==> src/mwp_pkg.sv <==
// Purpose: constants and types for the write protection unit
// Assumes: one 8-bit status image, one 8-bit section mask
// Notes: bit positions and reset values named here; status writes also use literal bit slices
package mwp_pkg;
    localparam int SR_HPE_BIT = 7;
    localparam int SR_SNL_BIT = 6;
    localparam int SR_TB_BIT = 5;
    localparam int SR_BP_LSB = 2;
    localparam int SR_WL_BIT = 1;
    localparam logic [7:0] SR_NV_MASK = 8'hfc;
    localparam logic [7:0] SR_RESET = 8'h20;
    localparam logic [7:0] ASP_RESET = 8'h00;
    localparam logic [2:0] BP_NONE = 3'h0;
    localparam logic [2:0] BP_ALL = 3'h7;
    localparam int AUX_SECT_LSB = 5;
    localparam int ADDR_W = 24;

    // write kinds presented by the command decoder
    typedef enum logic [5:0] {
        MWP_W_IDLE = 6'h01,
        MWP_W_STATUS = 6'h02,
        MWP_W_CONFIG = 6'h04,
        MWP_W_SERIAL = 6'h08,
        MWP_W_ASP = 6'h10,
        MWP_W_ARRAY = 6'h20
    } mwp_kind_t;
endpackage

==> src/mwp_chk_if.sv <==
`timescale 1ns/1ps
// Purpose: carries a protection query between top and range checker
// Assumes: all signals on one clock
// Notes: purely combinational relation
interface mwp_chk_if #(parameter int AW = 24);
    logic [AW-1:0] addr;
    logic [2:0] level;
    logic top_bottom;
    logic [AW-1:0] top_addr;
    logic hit;
    modport req (output addr, output level, output top_bottom, output top_addr, input hit);
    modport chk (input addr, input level, input top_bottom, input top_addr, output hit);
endinterface

==> src/mwp_protect.sv <==
`timescale 1ns/1ps
// Purpose: write protection decisions for a serial nonvolatile memory
// Assumes: decoder gives one-cycle write strobes after a command completes
// Notes: nonvolatile image loaded from NV_* while NV_LOAD is high
// Function
// - pin low plus enable blocks registers
// - pin high or enable clear unblocks
// - write latch set by command, cleared powerup
// - latch clear blocks everything
// - latch read-only in status
// - block range always refused when latched
// - status bits seven to two nonvolatile
// - serial lock blocks serial writes
// - top/bottom picks protected end
// - level code selects protected fraction
// - ranges follow array density
// - range bits need pin/enable and unlocked
// - each mask bit maps to 32 bytes but guards no write
// - mask nonvolatile, readable, resets zero
// - array lock freezes range bits
// - aux lock only freezes the mask
module mwp_protect
    import mwp_pkg::*;
#(
    parameter logic [ADDR_W-1:0] TOP_ADDR = 24'h1fffff
)
(
    // clock and reset
    input wire logic CORE_CLK,
    input wire logic RSTN,
    // pin and locks
    input wire logic WP_N,
    input wire logic ARRAY_PROT_LOCK,
    input wire logic AUX_AREA_LOCK,
    // nonvolatile image
    input wire logic NV_LOAD,
    input wire logic [7:0] NV_STATUS,
    input wire logic [7:0] NV_AUX_MASK,
    // decoder
    input wire logic WRITE_LATCH_SET,
    input wire logic WRITE_LATCH_CLR,
    input wire mwp_kind_t WR_KIND,
    input wire logic [ADDR_W-1:0] WR_ADDR,
    input wire logic [7:0] WR_DATA,
    // results
    output logic [7:0] PROTECTION_STATUS,
    output logic [7:0] AUX_PROTECT_MASK,
    output logic WR_ACCEPT,
    output logic WR_REJECT
);
    typedef struct packed {
        logic [7:0] status;
        logic [7:0] mask;
        logic accept;
        logic reject;
    } mwp_state_t;

    mwp_state_t st;
    mwp_state_t next_st;
    logic hw_prot;
    logic reg_ok;
    logic aux_blk;
    logic ok;
    mwp_chk_if #(.AW(ADDR_W)) chk ();

    assign chk.addr = WR_ADDR;
    assign chk.level = st.status[SR_BP_LSB +: 3];
    assign chk.top_bottom = st.status[SR_TB_BIT];
    assign chk.top_addr = TOP_ADDR;

    mwp_range_chk u_rng (.q(chk));

    always_comb
    begin
        next_st = st;
        next_st.accept = 1'b0;
        next_st.reject = 1'b0;
        hw_prot = st.status[SR_HPE_BIT] && !WP_N;
        reg_ok = st.status[SR_WL_BIT] && !hw_prot;
        aux_blk = AUX_AREA_LOCK || st.mask[WR_ADDR[AUX_SECT_LSB +: 3]];
        ok = 1'b0;
        // refusal only drops the store; the serial transfer still ends normally
        case (WR_KIND)
            MWP_W_STATUS: ok = reg_ok;
            MWP_W_CONFIG: ok = reg_ok;
            MWP_W_SERIAL: ok = reg_ok && !st.status[SR_SNL_BIT];
            MWP_W_ASP: ok = reg_ok;
            MWP_W_ARRAY: ok = st.status[SR_WL_BIT] && !chk.hit;
            default: ok = 1'b0;
        endcase
        if (WR_KIND != MWP_W_IDLE)
        begin
            next_st.accept = ok;
            next_st.reject = !ok;
        end
        if (ok && WR_KIND == MWP_W_STATUS)
        begin
            // latch bit and reserved bit not writable
            next_st.status[7:6] = WR_DATA[7:6];
            if (!ARRAY_PROT_LOCK)
            begin
                next_st.status[5:2] = WR_DATA[5:2];
            end
        end
        // aux lock also freezes the mask
        if (ok && WR_KIND == MWP_W_ASP && !AUX_AREA_LOCK)
        begin
            next_st.mask = WR_DATA;
        end
        if (WRITE_LATCH_SET)
        begin
            next_st.status[SR_WL_BIT] = 1'b1;
        end
        else if (WRITE_LATCH_CLR)
        begin
            next_st.status[SR_WL_BIT] = 1'b0;
        end
        if (NV_LOAD)
        begin
            // built on next_st so a same-cycle latch set is not lost
            next_st.status = (NV_STATUS & SR_NV_MASK) | (next_st.status & ~SR_NV_MASK);
            next_st.mask = NV_AUX_MASK;
        end
    end

    // constants only under reset; NV image arrives later on NV_LOAD
    always_ff @(posedge CORE_CLK or negedge RSTN)
    begin
        if (!RSTN)
        begin
            st <= '{status: SR_RESET, mask: ASP_RESET, accept: 1'b0, reject: 1'b0};
        end
        else
        begin
            st <= next_st;
        end
    end

    assign PROTECTION_STATUS = st.status;
    assign AUX_PROTECT_MASK = st.mask;
    assign WR_ACCEPT = st.accept;
    assign WR_REJECT = st.reject;
endmodule

==> src/mwp_range_chk.sv <==
`timescale 1ns/1ps
// Purpose: decides whether an array address lies in the block-protected range
// Assumes: top_addr is all ones below the density msb
// Notes: region size is (top_addr+1) >> (7-level) for levels 1 to 7; level 0 protects nothing
module mwp_range_chk
    import mwp_pkg::*;
(
    mwp_chk_if.chk q
);
    logic [ADDR_W-1:0] span;
    logic [ADDR_W-1:0] low_end;
    always_comb
    begin
        span = q.top_addr >> (3'h7 - q.level);
        low_end = q.top_addr - span;
        if (q.level == BP_NONE)
        begin
            q.hit = 1'b0;
        end
        else if (q.level == BP_ALL)
        begin
            q.hit = (q.addr <= q.top_addr);
        end
        else if (q.top_bottom)
        begin
            q.hit = (q.addr <= span);
        end
        else
        begin
            q.hit = (q.addr >= low_end) && (q.addr <= q.top_addr);
        end
    end
endmodule

==> config.mk <==
export PLATFORM = sky130hd
export DESIGN_NAME = mwp_protect
export DESIGN_NICKNAME = d
export VERILOG_FILES = /design/src/mwp_pkg.sv /design/src/mwp_chk_if.sv /design/src/mwp_protect.sv /design/src/mwp_range_chk.sv
export SDC_FILE = /design/constraint.sdc
export NUM_CORES = 1
export LEC_CHECK = 0
export BUFFER_PORTS_ARGS = -buffer_cell sky130_fd_sc_hd__buf_2
export CAP_MARGIN = 0
export CORE_ASPECT_RATIO = 0.8
export CORE_MARGIN = 3
export CORE_UTILIZATION = 30
export DETAILED_ROUTE_END_ITERATION = 10
export HOLD_SLACK_MARGIN = 0.05
export PLACE_DENSITY = 0.63
export SYNTH_ARGS = -nofsm -noshare
export SYNTH_HDL_FRONTEND = slang
export SYNTH_SLANG_ARGS = --single-unit
==> constraint.sdc <==
create_clock -name CORE_CLK -period 3.75 [get_ports CORE_CLK]
set_input_delay 0.375 -clock CORE_CLK [delete_from_list [all_inputs] [get_ports CORE_CLK]]
set_output_delay 0.375 -clock CORE_CLK [all_outputs]
set_load 0.1 [all_outputs]
# After elaboration in Yosys (flattened, before gate mapping)

Cells that the tools add are included.
W data, S select, Z words.

Output and inout bits: 18
Input port bits: 62
Flip-flop bits (word level): 18
Logic and storage cells: 52

$lt $le $gt $ge: 3
Muxes and demuxes: 11
Bitwise logic cells: 1
Equality and inequality tests: 8
Reduce and logical (&&, ||, !) cells: 19
Add/subtract/negate cells: 2
Shift-type cells: 1

Operators with widths:

| kind                     | number |
|---|---|
| $ge A24 B24 Y1           | 1 |
| $le A24 B21 Y1 const B   | 1 |
| $le A24 B24 Y1           | 1 |
| $shr A21 B3 Y24 const A  | 1 |
| $sub A21 B24 Y24 const A | 1 |
| $mux W16                 | 1 |
| $logic_and A1 B1 Y1      | 8 |
| $mux W8                  | 1 |
| $or A8 B2 Y8             | 1 |
| $eq A6 B2 Y1 const B     | 1 |
| $eq A6 B3 Y1 const B     | 1 |
| $eq A6 B4 Y1 const B     | 1 |
| $eq A6 B5 Y1 const B     | 1 |
| $eq A6 B6 Y1 const B     | 1 |
| $logic_not A1 Y1         | 6 |
| $mux W6                  | 1 |
| $ne A6 B1 Y1 const B     | 1 |
| $mux W1                  | 5 |
| $mux W4                  | 1 |
| $reduce_bool A2 Y1       | 2 |
| $eq A3 B3 Y1 const B     | 1 |
| $logic_not A3 Y1         | 1 |
| $pmux W1 S3              | 1 |
| $reduce_or A3 Y1         | 1 |
| other kinds (4)          | 4 |

# Longest topological paths before layout

Gate-level depths: netlist of the first run.

Depth in word-level cells: 15
Depth in mapped cells: 8
Gate-level depth less buffers: 8

# Modules after synthesis

Synthesis of the first run repeated with hierarchy kept, for this count alone.

Cell total of the unflattened synthesis: 528
Area total of the unflattened synthesis: 4534.3 um2

Modules (own cells, without submodules):

| module        | area each (um2) | seq. area each (um2) | times used | cells each |
|---|---|---|---|---|
| mwp_range_chk | 3489.6          | 0.0                  | 1          | 440 |
| mwp_protect   | 1044.8          | 426.7                | 1          | 88 |

# Worst setup path before layout of the first run

Ideal clock, no wire load.

Path kind: register to register
Start: reg st (netlist bit PROTECTION_STATUS[4])
End: reg st (netlist bit WR_REJECT)
Setup time: 0.064 ns
Setup slack: 1.102 ns
Cell stages (with the launch flop): 8
Arrival: 2.584 ns
Period minus slack after synthesis: 2.648 ns
Path buffers: 0
Required time: 3.686 ns
Path through: dfrtp_1 nand3_1 ha_1 or3_1 a221o_1 a31oi_1 and3_1 a21bo_1

RTL lines:

| item                   | line               | source |
|---|---|---|
| start, declared        | mwp_protect.sv:58  | `mwp_state_t st;` |
| start signal, assigned | mwp_protect.sv:131 | `st <= '{status: SR_RESET, mask: ASP_RESET, accept: 1'b0, reject: 1'b0};` |
| start signal, assigned | mwp_protect.sv:135 | `st <= next_st;` |

==> metrics.md, run 1 <==
| Metric | Value |
|---|---|
| CP cell instances | `o21ai_0 -> ha_1 -> or3_1 -> a221o_1 -> a31oi_1 -> and3_1 -> a21bo_1` |
| Ports | `80` |
| Worst Setup End Kind | `flop` |
| Fmax | `0.446 GHz` |
| Reg clk slew, reported paths | `0.07 ns` |
| Cell type with the largest total area after synthesis | `dfrtp_1` |
| Crit-path max cell delay | `0.47 ns` |
| Worst Tran Pin Value | `0.569 ns` |
| Ratio of cells with drive above 1 in the final layout | `38.8%` |
| Delay-heaviest family, CP | `compound AO/OA/AOI/OAI gates` |
| Top-area cell type share of the netlist area | `30.3%` |
| Routability Congestion | `0.841` |
| Initial DRT Pass Iterations | `4` |
| Clk sinks | `17` |
| Post-synth EDFFs | `0` |
| Setup bufs post-CTS | `0` |
| Placed instance area | `1740 um^2` |
| Area contributors post-synth | `dfrtp_1 30%, ha_1 13%, mux2i_1 11%` |
| Syn_area_per_cell | `9.12 um^2` |
| Mapped cell area | `1320 um^2` |
| Die ar. | `5250 um^2` |
| DR WL/cell | `12.8 um` |
| Distinct cell type count after synthesis | `44` |
| Initial core utilization | `33.0%` |
| PostCTS Resize Cnt | `0` |
| DRT iter0 DRCs | `29` |
| Critical Path Start Type | `flop` |
| ANT cells | `0` |
| Critical Path RT | `3.94 ns` |
| Antenna violations before repair | `0` |
| Total wire length | `3.50 mm` |
| Max Cap Viol | `0` |
| Final net count | `296` |
| Hold WC Path Type | `input pin to flop` |
| Global-route wire length before repair | `5.72 mm` |
| H-tree depth | `1` |
| Syn nets | `221` |
| Pwr dens | `338 nW/um^2` |
| YS warnings | `0` |
| Top cells by count, synth | `19 x nand2_1, 16 x dfrtp_1, 16 x o21ai_1` |
| Static Leak | `0.948 nW` |
| Slew headroom | `61.9%` |
| Root Driver | `clkbuf_8` |
| CTS tree | `built` |
| P&R area growth vs syn | `35.7%` |
| Max FO, Critical Path | `8` |
| Die width | `80.2 um` |
| Max IR drop VDD | `0.000253 V` |
| Crit-path slowest cell | `dfrtp_1` |
| TNS Setup | `0 ns` |
| Final period utilization | `59.8%` |
| Crit Path Category | `flop to flop` |
| Worst path arrival time | `2.43 ns` |
| Hpwl dp | `2.95 mm` |
| Clock Tree Buf Depth | `2` |
| Ys async rst share | `100%` |
| DR vias | `1277` |
| Sequential area share after synthesis | `32.3%` |
| Vias/cell | `4.66` |
| # DRC | `0` |
| Final clock skew | `0.00704 ns` |
| Main synth FF type | `dfrtp_1` |
| Final setup fails | `0` |
| Port bufs | `76` |
| Worst hold margin | `0.298 ns` |
| GR Util All Layers | `13.6%` |
| Vias in the first global route | `1225` |
| DIE HEIGHT | `65.4 um` |
| Cts bufs inserted | `3` |
| CORE AREA | `4000 um^2` |
| Buf/Inv on CP | `0` |
| Count leader, synth | `nand2_1` |
| Min cycle time layout | `2.24 ns` |
| RSZ-0062 raised after global routing | `false` |
| Yosys reg bits | `17` |
| Post-DRT Antenna Nets | `0` |
| Largest net degree at the start of global routing | `29` |
| Max Slew Vio Count | `0` |
| Post-Syn Instances | `145` |
| Gr ovfl total | `0` |
| FP Rows | `20` |
| Final hold vios | `0` |
| Status | `finished, final reports clean` |
| Clock Latency Late Sink | `0.25 ns` |
| Final Cell Area | `1790 um^2` |
-- worst reg2reg max path: stages, from the launching register on --
cell and delay, ns:
dfrtp_1 0.47, o21ai_0 0.30, ha_1 0.30, or3_1 0.34
a221o_1 0.30, a31oi_1 0.19, and3_1 0.18, a21bo_1 0.10
-- cells by family (layout without fill, tap and decap cells) --
group / Yosys count / count (layout) / synth area share [%]
and+or+nand+nor: 50 / 50 / 21.7
muxes: 14 / 14 / 10.6
AOI/OAI and AO/OA: 33 / 33 / 16.7
other: 1 / 1 / 0.284
buffers and inverters: 16 / 90 / 5.30
adders and majority gates: 14 / 14 / 13.2
DFF: 17 / 17 / 32.3
-- timing repair --
item,in CTS,in global routing
endpoints found under the hold margin,11,0
hold buffers,1,0
endpoints found under the setup margin,0,0
-- final timing paths --
kind	end	slack, ns	cells after the start	start
setup / recovery	WR_REJECT	1.51	7	PROTECTION_STATUS[3]
hold / removal	PROTECTION_STATUS[1]	0.30	2	WRITE_LATCH_CLR
setup reg to reg	WR_REJECT	1.51	7	PROTECTION_STATUS[3]
hold reg to reg	WR_ACCEPT	0.55	2	PROTECTION_STATUS[1]
max in group asynchronous	PROTECTION_STATUS[5]	2.84	2	RSTN
min in group asynchronous	AUX_PROTECT_MASK[3]	0.58	2	RSTN
-- flip-flops by register name (all words and copies together), names as in the netlist --
register	flops
PROTECTION_STATUS	7
AUX_PROTECT_MASK	8
WR_ACCEPT	1
WR_REJECT	1
-- through the flow --
stage	cells	util (%)	setup slack, ns	total power, W
finish	274	44.8	1.51	0.000606
global route	274	44.8	1.32	0.000641
CTS	274	44.8	1.51	0.000613
detailed placement	269	43.3	1.53	0.000470
global placement	269	43.3	1.58	0.000467
floorplan	145	-	1.10	0.000398
-- placed cells by master, fill, tap and decap left out, types with 2 or more instances in the layout --
master     n
mux2i_1   14
inv_2      2
nor4_1     2
a21oi_1    4
a31oi_1    2
or4b_1     2
or2_1      2
ha_1      14
o21ai_1   16
nand3_1    2
clkbuf_8   3
nor2b_1    5
and3_1     2
or3_1      2
nand4_1    2
buf_2     76
nor2_1     2
nand2_1   19
inv_1      7
dfrtp_1   16
o21bai_1   2
-- routing by layer --
metal | up-vias | share of wire [%] | global-route usage [%]
li1 | 668 | - | -
met1 | 562 | 48 | 20.1
met2 | 45 | 44 | 20.6
met3 | 2 | 8.1 | 3.84
met4 | 0 | 0.31 | 1.27
met5 | - | 0 | 0
-- where the power goes --
group | switching (W) | internal, W | leakage [nW]
sequential | 0.0000133 | 0.000199 | 0.202
combinational | 0.000184 | 0.0000694 | 0.724
clock | 0.0000659 | 0.0000747 | 0.0217
total | 0.000263 | 0.000343 | 0.948
-- cell type report --
| class | count | area [um^2] |
|---|---|---|
| inverters | 9 | 33.8 |
| flip-flops and latches | 17 | 427 |
| multi-input cells | 112 | 826 |
| clock buffers | 3 | 41.3 |
| well taps | 55 | 68.8 |
| repair buffers | 77 | 390 |
| clock inverters | 1 | 7.51 |
| fillers | 414 | 2210 |
No activity file was read; power rests on OpenSTA's default activity.
==> run 2, diff against run 1 <==
--- a/config.mk
+++ b/config.mk
@@ -12,7 +12,7 @@
 export CORE_UTILIZATION = 30
 export DETAILED_ROUTE_END_ITERATION = 10
 export HOLD_SLACK_MARGIN = 0.05
-export PLACE_DENSITY = 0.63
+export PLACE_DENSITY = 0.65
 export SYNTH_ARGS = -nofsm -noshare
 export SYNTH_HDL_FRONTEND = slang
 export SYNTH_SLANG_ARGS = --single-unit
==> constraint.sdc (replaced) <==
create_clock -name CORE_CLK -period 2 [get_ports CORE_CLK]
set_input_delay 0.2 -clock CORE_CLK [delete_from_list [all_inputs] [get_ports CORE_CLK]]
set_output_delay 0.2 -clock CORE_CLK [all_outputs]
set_load 0.1 [all_outputs]
==> run 2 against run 1 <==
  * The flow now finishes with violations (negative setup slack)
  * Via count grew 1.9%
  * Core utilization grew 2.7 points
  * Register-to-register slack lost 1.6 ns
  * First-iteration DRC count shrank 21%
  * Combinational power grew 97%
  * Die area is the same
  * Sequential power grew 90%
  * Highest routed layer unchanged
==> metrics.md, run 2 (synthesis gave the netlist of run 1 again) <==
| Metric | Value |
|---|---|
| Hpwl dp | `2.95 mm` |
| Largest net degree at the start of global routing | `29` |
| Placement Setup Slack | `-0.117 ns` |
| Static Leak | `0.984 nW` |
| Delay-heaviest family, CP | `compound AO/OA/AOI/OAI gates` |
| Vias/cell | `4.61` |
| CORE AREA | `4000 um^2` |
| Worst Setup End Kind | `flop` |
| Final net count | `304` |
| Crit Path Category | `flop to flop` |
| RSZ-0062 raised after global routing | `true` |
| Failing checks | `negative setup slack` |
| Clock Tree Buf Depth | `2` |
| ANT cells | `0` |
| Initial core utilization | `33.0%` |
| Hold WC Path Type | `input pin to flop` |
| Final worst slack | `-0.102 ns` |
| Critical Path Start Type | `flop` |
| Most frequent cells in the layout | `76 x buf_2, 19 x nand2_1, 16 x o21ai_1` |
| Reg clk slew, reported paths | `0.07 ns` |
| Gr ovfl total | `0` |
| Commonest non-fill, non-tap cell in the layout | `buf_2` |
| DR WL/cell | `12.2 um` |
| Worst path arrival time | `2.29 ns` |
| Cts bufs inserted | `3` |
| Antenna violations before repair | `0` |
| Clock Latency Late Sink | `0.25 ns` |
| P&R area growth vs syn | `43.7%` |
| Fmax | `0.476 GHz` |
| Status | `finished, violations left` |
| Final period utilization | `105%` |
| DRT iter0 DRCs | `23` |
| Max IR drop VDD | `0.000462 V` |
| Final setup fails | `2` |
| GR Util All Layers | `13.6%` |
| Ratio of cells with drive above 1 in the final layout | `45.4%` |
| Setup bufs post-CTS | `0` |
| Pwr dens | `613 nW/um^2` |
| Root Driver | `clkbuf_8` |
| CP cell instances | `or3_4 -> ha_4 -> o211ai_1 -> a221o_1 -> a31oi_1 -> and3_1 -> a21bo_1` |
| Max FFs per register | `8` |
| Final hold vios | `0` |
| Design Power | `0.00116 W` |
| Critical Path RT | `2.19 ns` |
| CTS tree | `built` |
| Routability Congestion | `0.849` |
| Die width | `80.2 um` |
| Crit-path slowest cell | `dfrtp_4` |
| Final clock skew | `0.00815 ns` |
| Min cycle time layout | `2.10 ns` |
| Max Cap Viol | `0` |
| FP Rows | `20` |
| Crit-path max cell delay | `0.51 ns` |
| Vias in the first global route | `1241` |
| Max Slew Vio Count | `0` |
| Buf/Inv on CP | `0` |
| # DRC | `0` |
| Die ar. | `5250 um^2` |
| Post-DRT Antenna Nets | `0` |
| Port bufs | `76` |
| Total wire length | `3.45 mm` |
| Clk sinks | `17` |
| Global-route wire length before repair | `5.71 mm` |
| DIE HEIGHT | `65.4 um` |
| H-tree depth | `1` |
| Initial DRT Pass Iterations | `4` |
| Ports | `80` |
| Max FO, Critical Path | `5` |
| DR vias | `1301` |
-- run 2: changes by cell type in the layout (fill, tap and decap cells not counted), moves of 2 or more --
cell,before,now
dfrtp_4,0,3
dfrtp_2,0,2
dfrtp_1,16,11
buf_4,0,8
-- run 2: worst register-to-register path: stages, from the launching register on --
cell and delay [ns]:
dfrtp_4 0.51, or3_4 0.42, ha_4 0.27, o211ai_1 0.09, a221o_1 0.31, a31oi_1 0.17
and3_1 0.18, a21bo_1 0.09
-- run 2: per-layer routing --
layer / track usage, % / wire, um / vias up
li1: - / - / 686
met1: 18.9 / 1620 / 577
met2: 21.8 / 1570 / 36
met3: 4.25 / 249 / 2
met4: 0.633 / 7 / 0
met5: 0 / 0 / -
-- run 2: worst paths after layout --
check,slack (ns),from,cells past startpoint,endpoint
max,-0.10,PROTECTION_STATUS[2],7,WR_REJECT
min,0.12,WRITE_LATCH_CLR,2,PROTECTION_STATUS[1]
max reg2reg,-0.10,PROTECTION_STATUS[2],7,WR_REJECT
min reg2reg,0.56,AUX_PROTECT_MASK[7],2,AUX_PROTECT_MASK[7]
max in group asynchronous,1.27,RSTN,2,PROTECTION_STATUS[5]
min in group asynchronous,0.40,RSTN,2,AUX_PROTECT_MASK[4]
-- run 2: cell type report --
| class | count | area, um^2 |
|---|---|---|
| clock inverter | 1 | 7.51 |
| sequential | 17 | 440 |
| tap | 55 | 68.8 |
| clock buffer | 3 | 41.3 |
| multi-input combinational | 112 | 858 |
| timing repair buffer | 85 | 450 |
| inverter | 9 | 33.8 |
| fill | 412 | 2100 |
-- run 2: what timing repair did --
item / in CTS / in global routing
hold buffers: 1 / 0
setup endpoints to repair: 2 / 2
resized for setup: 0 / 2
endpoints found under the hold margin: 16 / 0
pin swaps: 1 / 0
-- run 2: report_power, final --
group          internal [W]  switching [W]
registers          0.000377      0.0000250
clock network      0.000140       0.000123
logic              0.000149       0.000350
-- run 2: metrics by stage --
stage	TNS (ns)	area [um^2]	instances	utilization, %	hold slack, ns
floorplan	-0.285	1360	145	-	-0.0956
global placement	-0.137	1830	277	45.8	0.153
detailed placement	-0.171	1830	277	45.8	0.156
CTS	-0.183	1890	282	47.2	0.112
global route	-0.391	1900	282	47.5	0.116
finish	-0.190	1900	282	47.5	0.119
==> run 3, diff against run 2 <==
==> constraint.sdc (replaced) <==
create_clock -name CORE_CLK -period 1.8 [get_ports CORE_CLK]
set_input_delay 0.18 -clock CORE_CLK [delete_from_list [all_inputs] [get_ports CORE_CLK]]
set_output_delay 0.18 -clock CORE_CLK [all_outputs]
set_load 0.1 [all_outputs]
==> run 3 against run 2 <==
  * Total power rose by 13%
  * The flow still finishes with violations (negative setup slack)
  * Critical path depth is 2 higher
  * Non-clock buffer count grew 4
  * Critical path type unchanged
  * Final area is 2.8% higher
  * Combinational power increased by 16%
  * Clock-buffer cell count did not move
  * Critical endpoint is now WR_ACCEPT
  * Flip-flop and latch count unchanged
  * Sequential power increased by 12%
  * Routed wire length increased by 5.3%
  * Sequential share of layout area down 0.38 points
  * Fmax down 0.71%
  * Core utilization up 1.3 points
==> metrics.md, run 3 (synthesis gave the netlist of run 1 again) <==
| Metric | Value |
|---|---|
| Final period utilization | `118%` |
| Critical Path RT | `1.95 ns` |
| Die width | `80.2 um` |
| Port bufs | `76` |
| Design Power | `0.00132 W` |
| FP Rows | `20` |
| Initial core utilization | `33.0%` |
| Pwr dens | `676 nW/um^2` |
| CTS tree | `built` |
| Worst path arrival time | `2.27 ns` |
| DIE HEIGHT | `65.4 um` |
| Final worst slack | `-0.317 ns` |
| Final clock skew | `0.00688 ns` |
| Final setup fails | `2` |
| Delay-heaviest family, CP | `compound AO/OA/AOI/OAI gates` |
| Final Cell Area | `1950 um^2` |
| # DRC | `0` |
| Max FFs per register | `8` |
| Gate power share | `43.9%` |
| Failing checks | `negative setup slack` |
| Final net count | `308` |
| P&R area growth vs syn | `47.8%` |
| DR vias | `1341` |
| CORE AREA | `4000 um^2` |
| CP cell instances | `or3_4 -> buf_4 -> inv_2 -> ha_1 -> nor2b_2 -> o21ai_1 -> a21oi_1 -> o31ai_2 -> a311oi_1` |
| DR WL/cell | `12.7 um` |
| GR Util All Layers | `13.3%` |
| Critical Path Start Type | `flop` |
| Die ar. | `5250 um^2` |
| Max IR drop VDD | `0.000460 V` |
| Initial DRT Pass Iterations | `4` |
| Root Driver | `clkbuf_8` |
| DRT iter0 DRCs | `25` |
| Routability Congestion | `0.839` |
| Worst Setup End Kind | `flop` |
| Vias in the first global route | `1279` |
| Post-DRT Antenna Nets | `0` |
| Static Leak | `1.01 nW` |
| Clock Tree Buf Depth | `2` |
| Min cycle time layout | `2.12 ns` |
| Reg clk slew, reported paths | `0.07 ns` |
| Placed instance area | `1870 um^2` |
| Crit Path Category | `flop to flop` |
| Hpwl dp | `3.01 mm` |
| Global-route wire length before repair | `5.61 mm` |
| Internal | `0.000757 W` |
| Clock Latency Late Sink | `0.25 ns` |
| P_sw | `0.000565 W` |
| Ports | `80` |
| RSZ-0062 raised after global routing | `true` |
| Cts bufs inserted | `3` |
| Status | `finished, violations left` |
| Fmax | `0.472 GHz` |
| Largest net degree at the start of global routing | `29` |
| Worst hold margin | `0.0998 ns` |
| Final hold vios | `0` |
| Buf/Inv on CP | `2` |
| Crit-path max cell delay | `0.51 ns` |
| Clk sinks | `17` |
| ANT cells | `0` |
| Hold WC Path Type | `input pin to flop` |
| Max Slew Vio Count | `0` |
| Clock power share | `22.1%` |
| Ratio of cells with drive above 1 in the final layout | `48.1%` |
| Commonest non-fill, non-tap cell in the layout | `buf_2` |
| Total wire length | `3.63 mm` |
| Max Cap Viol | `0` |
| Sequential share of power | `34.0%` |
| Gr ovfl total | `0` |
| H-tree depth | `1` |
| Antenna violations before repair | `0` |
| Vias/cell | `4.69` |
| Switching share of total power | `42.7%` |
| Max FO, Critical Path | `6` |
| Crit-path slowest cell | `dfrtp_4` |
| Most frequent cells in the layout | `76 x buf_2, 19 x nand2_1, 16 x o21ai_1` |
[run 3: timing repair]
item / in CTS / in global routing
buffers inserted: 0 / 0
gates resized for setup: 1 / 4
pin swaps: 1 / 2
hold buffers: 1 / 0
endpoints found under the setup margin: 2 / 2
hold endpoints to repair: 16 / 0
[run 3: stage by stage]
step           cells  util (%)  TNS, ns  setup WS (ns)
2_1_floorplan    145         -   -0.685         -0.381
4_1_cts          286      48.3   -0.569         -0.303
6_report         286      48.8   -0.621         -0.317
3_3_place_gp     281      46.8   -0.500         -0.279
3_5_place_dp     281      46.8   -0.542         -0.309
5_1_grt          286      48.8   -0.828         -0.447
[run 3: cell type report]
type | instances | area, um^2
multi-input cells | 112 | 877
repair buffers | 89 | 480
inverters | 9 | 33.8
fillers | 392 | 2050
well taps | 55 | 68.8
flip-flops and latches | 17 | 445
clock buffers | 3 | 41.3
clock inverters | 1 | 7.51
[run 3: power by group through the flow]
stage	Combinational [W]	Clock, W	Sequential (W)
finish	0.000580	0.000292	0.000450
global route	0.000622	0.000325	0.000454
CTS	0.000573	0.000305	0.000449
detailed placement	0.000569	0	0.000455
global placement	0.000568	0	0.000454
floorplan	0.000175	0	0.000670
[run 3: path summary, 6_finish.rpt]
kind                                      start                   end  slack (ns)  cells past startpoint
hold / removal                  WRITE_LATCH_CLR  PROTECTION_STATUS[1]         0.1                      2
setup / recovery           PROTECTION_STATUS[2]             WR_ACCEPT       -0.32                      9
hold reg to reg             AUX_PROTECT_MASK[6]   AUX_PROTECT_MASK[6]        0.56                      2
min in group asynchronous                  RSTN   AUX_PROTECT_MASK[5]        0.37                      2
setup reg to reg           PROTECTION_STATUS[2]             WR_ACCEPT       -0.32                      9
max in group asynchronous                  RSTN  PROTECTION_STATUS[5]        1.11                      2
[run 3: per-layer routing]
layer / track usage [%] / wire (um) / part of all wire (%)
met5: 0 / 0 / 0
met4: 1.27 / 0 / 0
met3: 3.70 / 235 / 6.5
met2: 23.2 / 1790 / 49
met1: 16.9 / 1600 / 44
[run 3: worst reg2reg max path, delay by kind of cell, from the launching register on]
kind	cells	cell delay (ns)
compound gates	4	0.64
simple gates	2	0.56
flops	1	0.51
buf+inv	2	0.18
fa+ha+maj	1	0.13
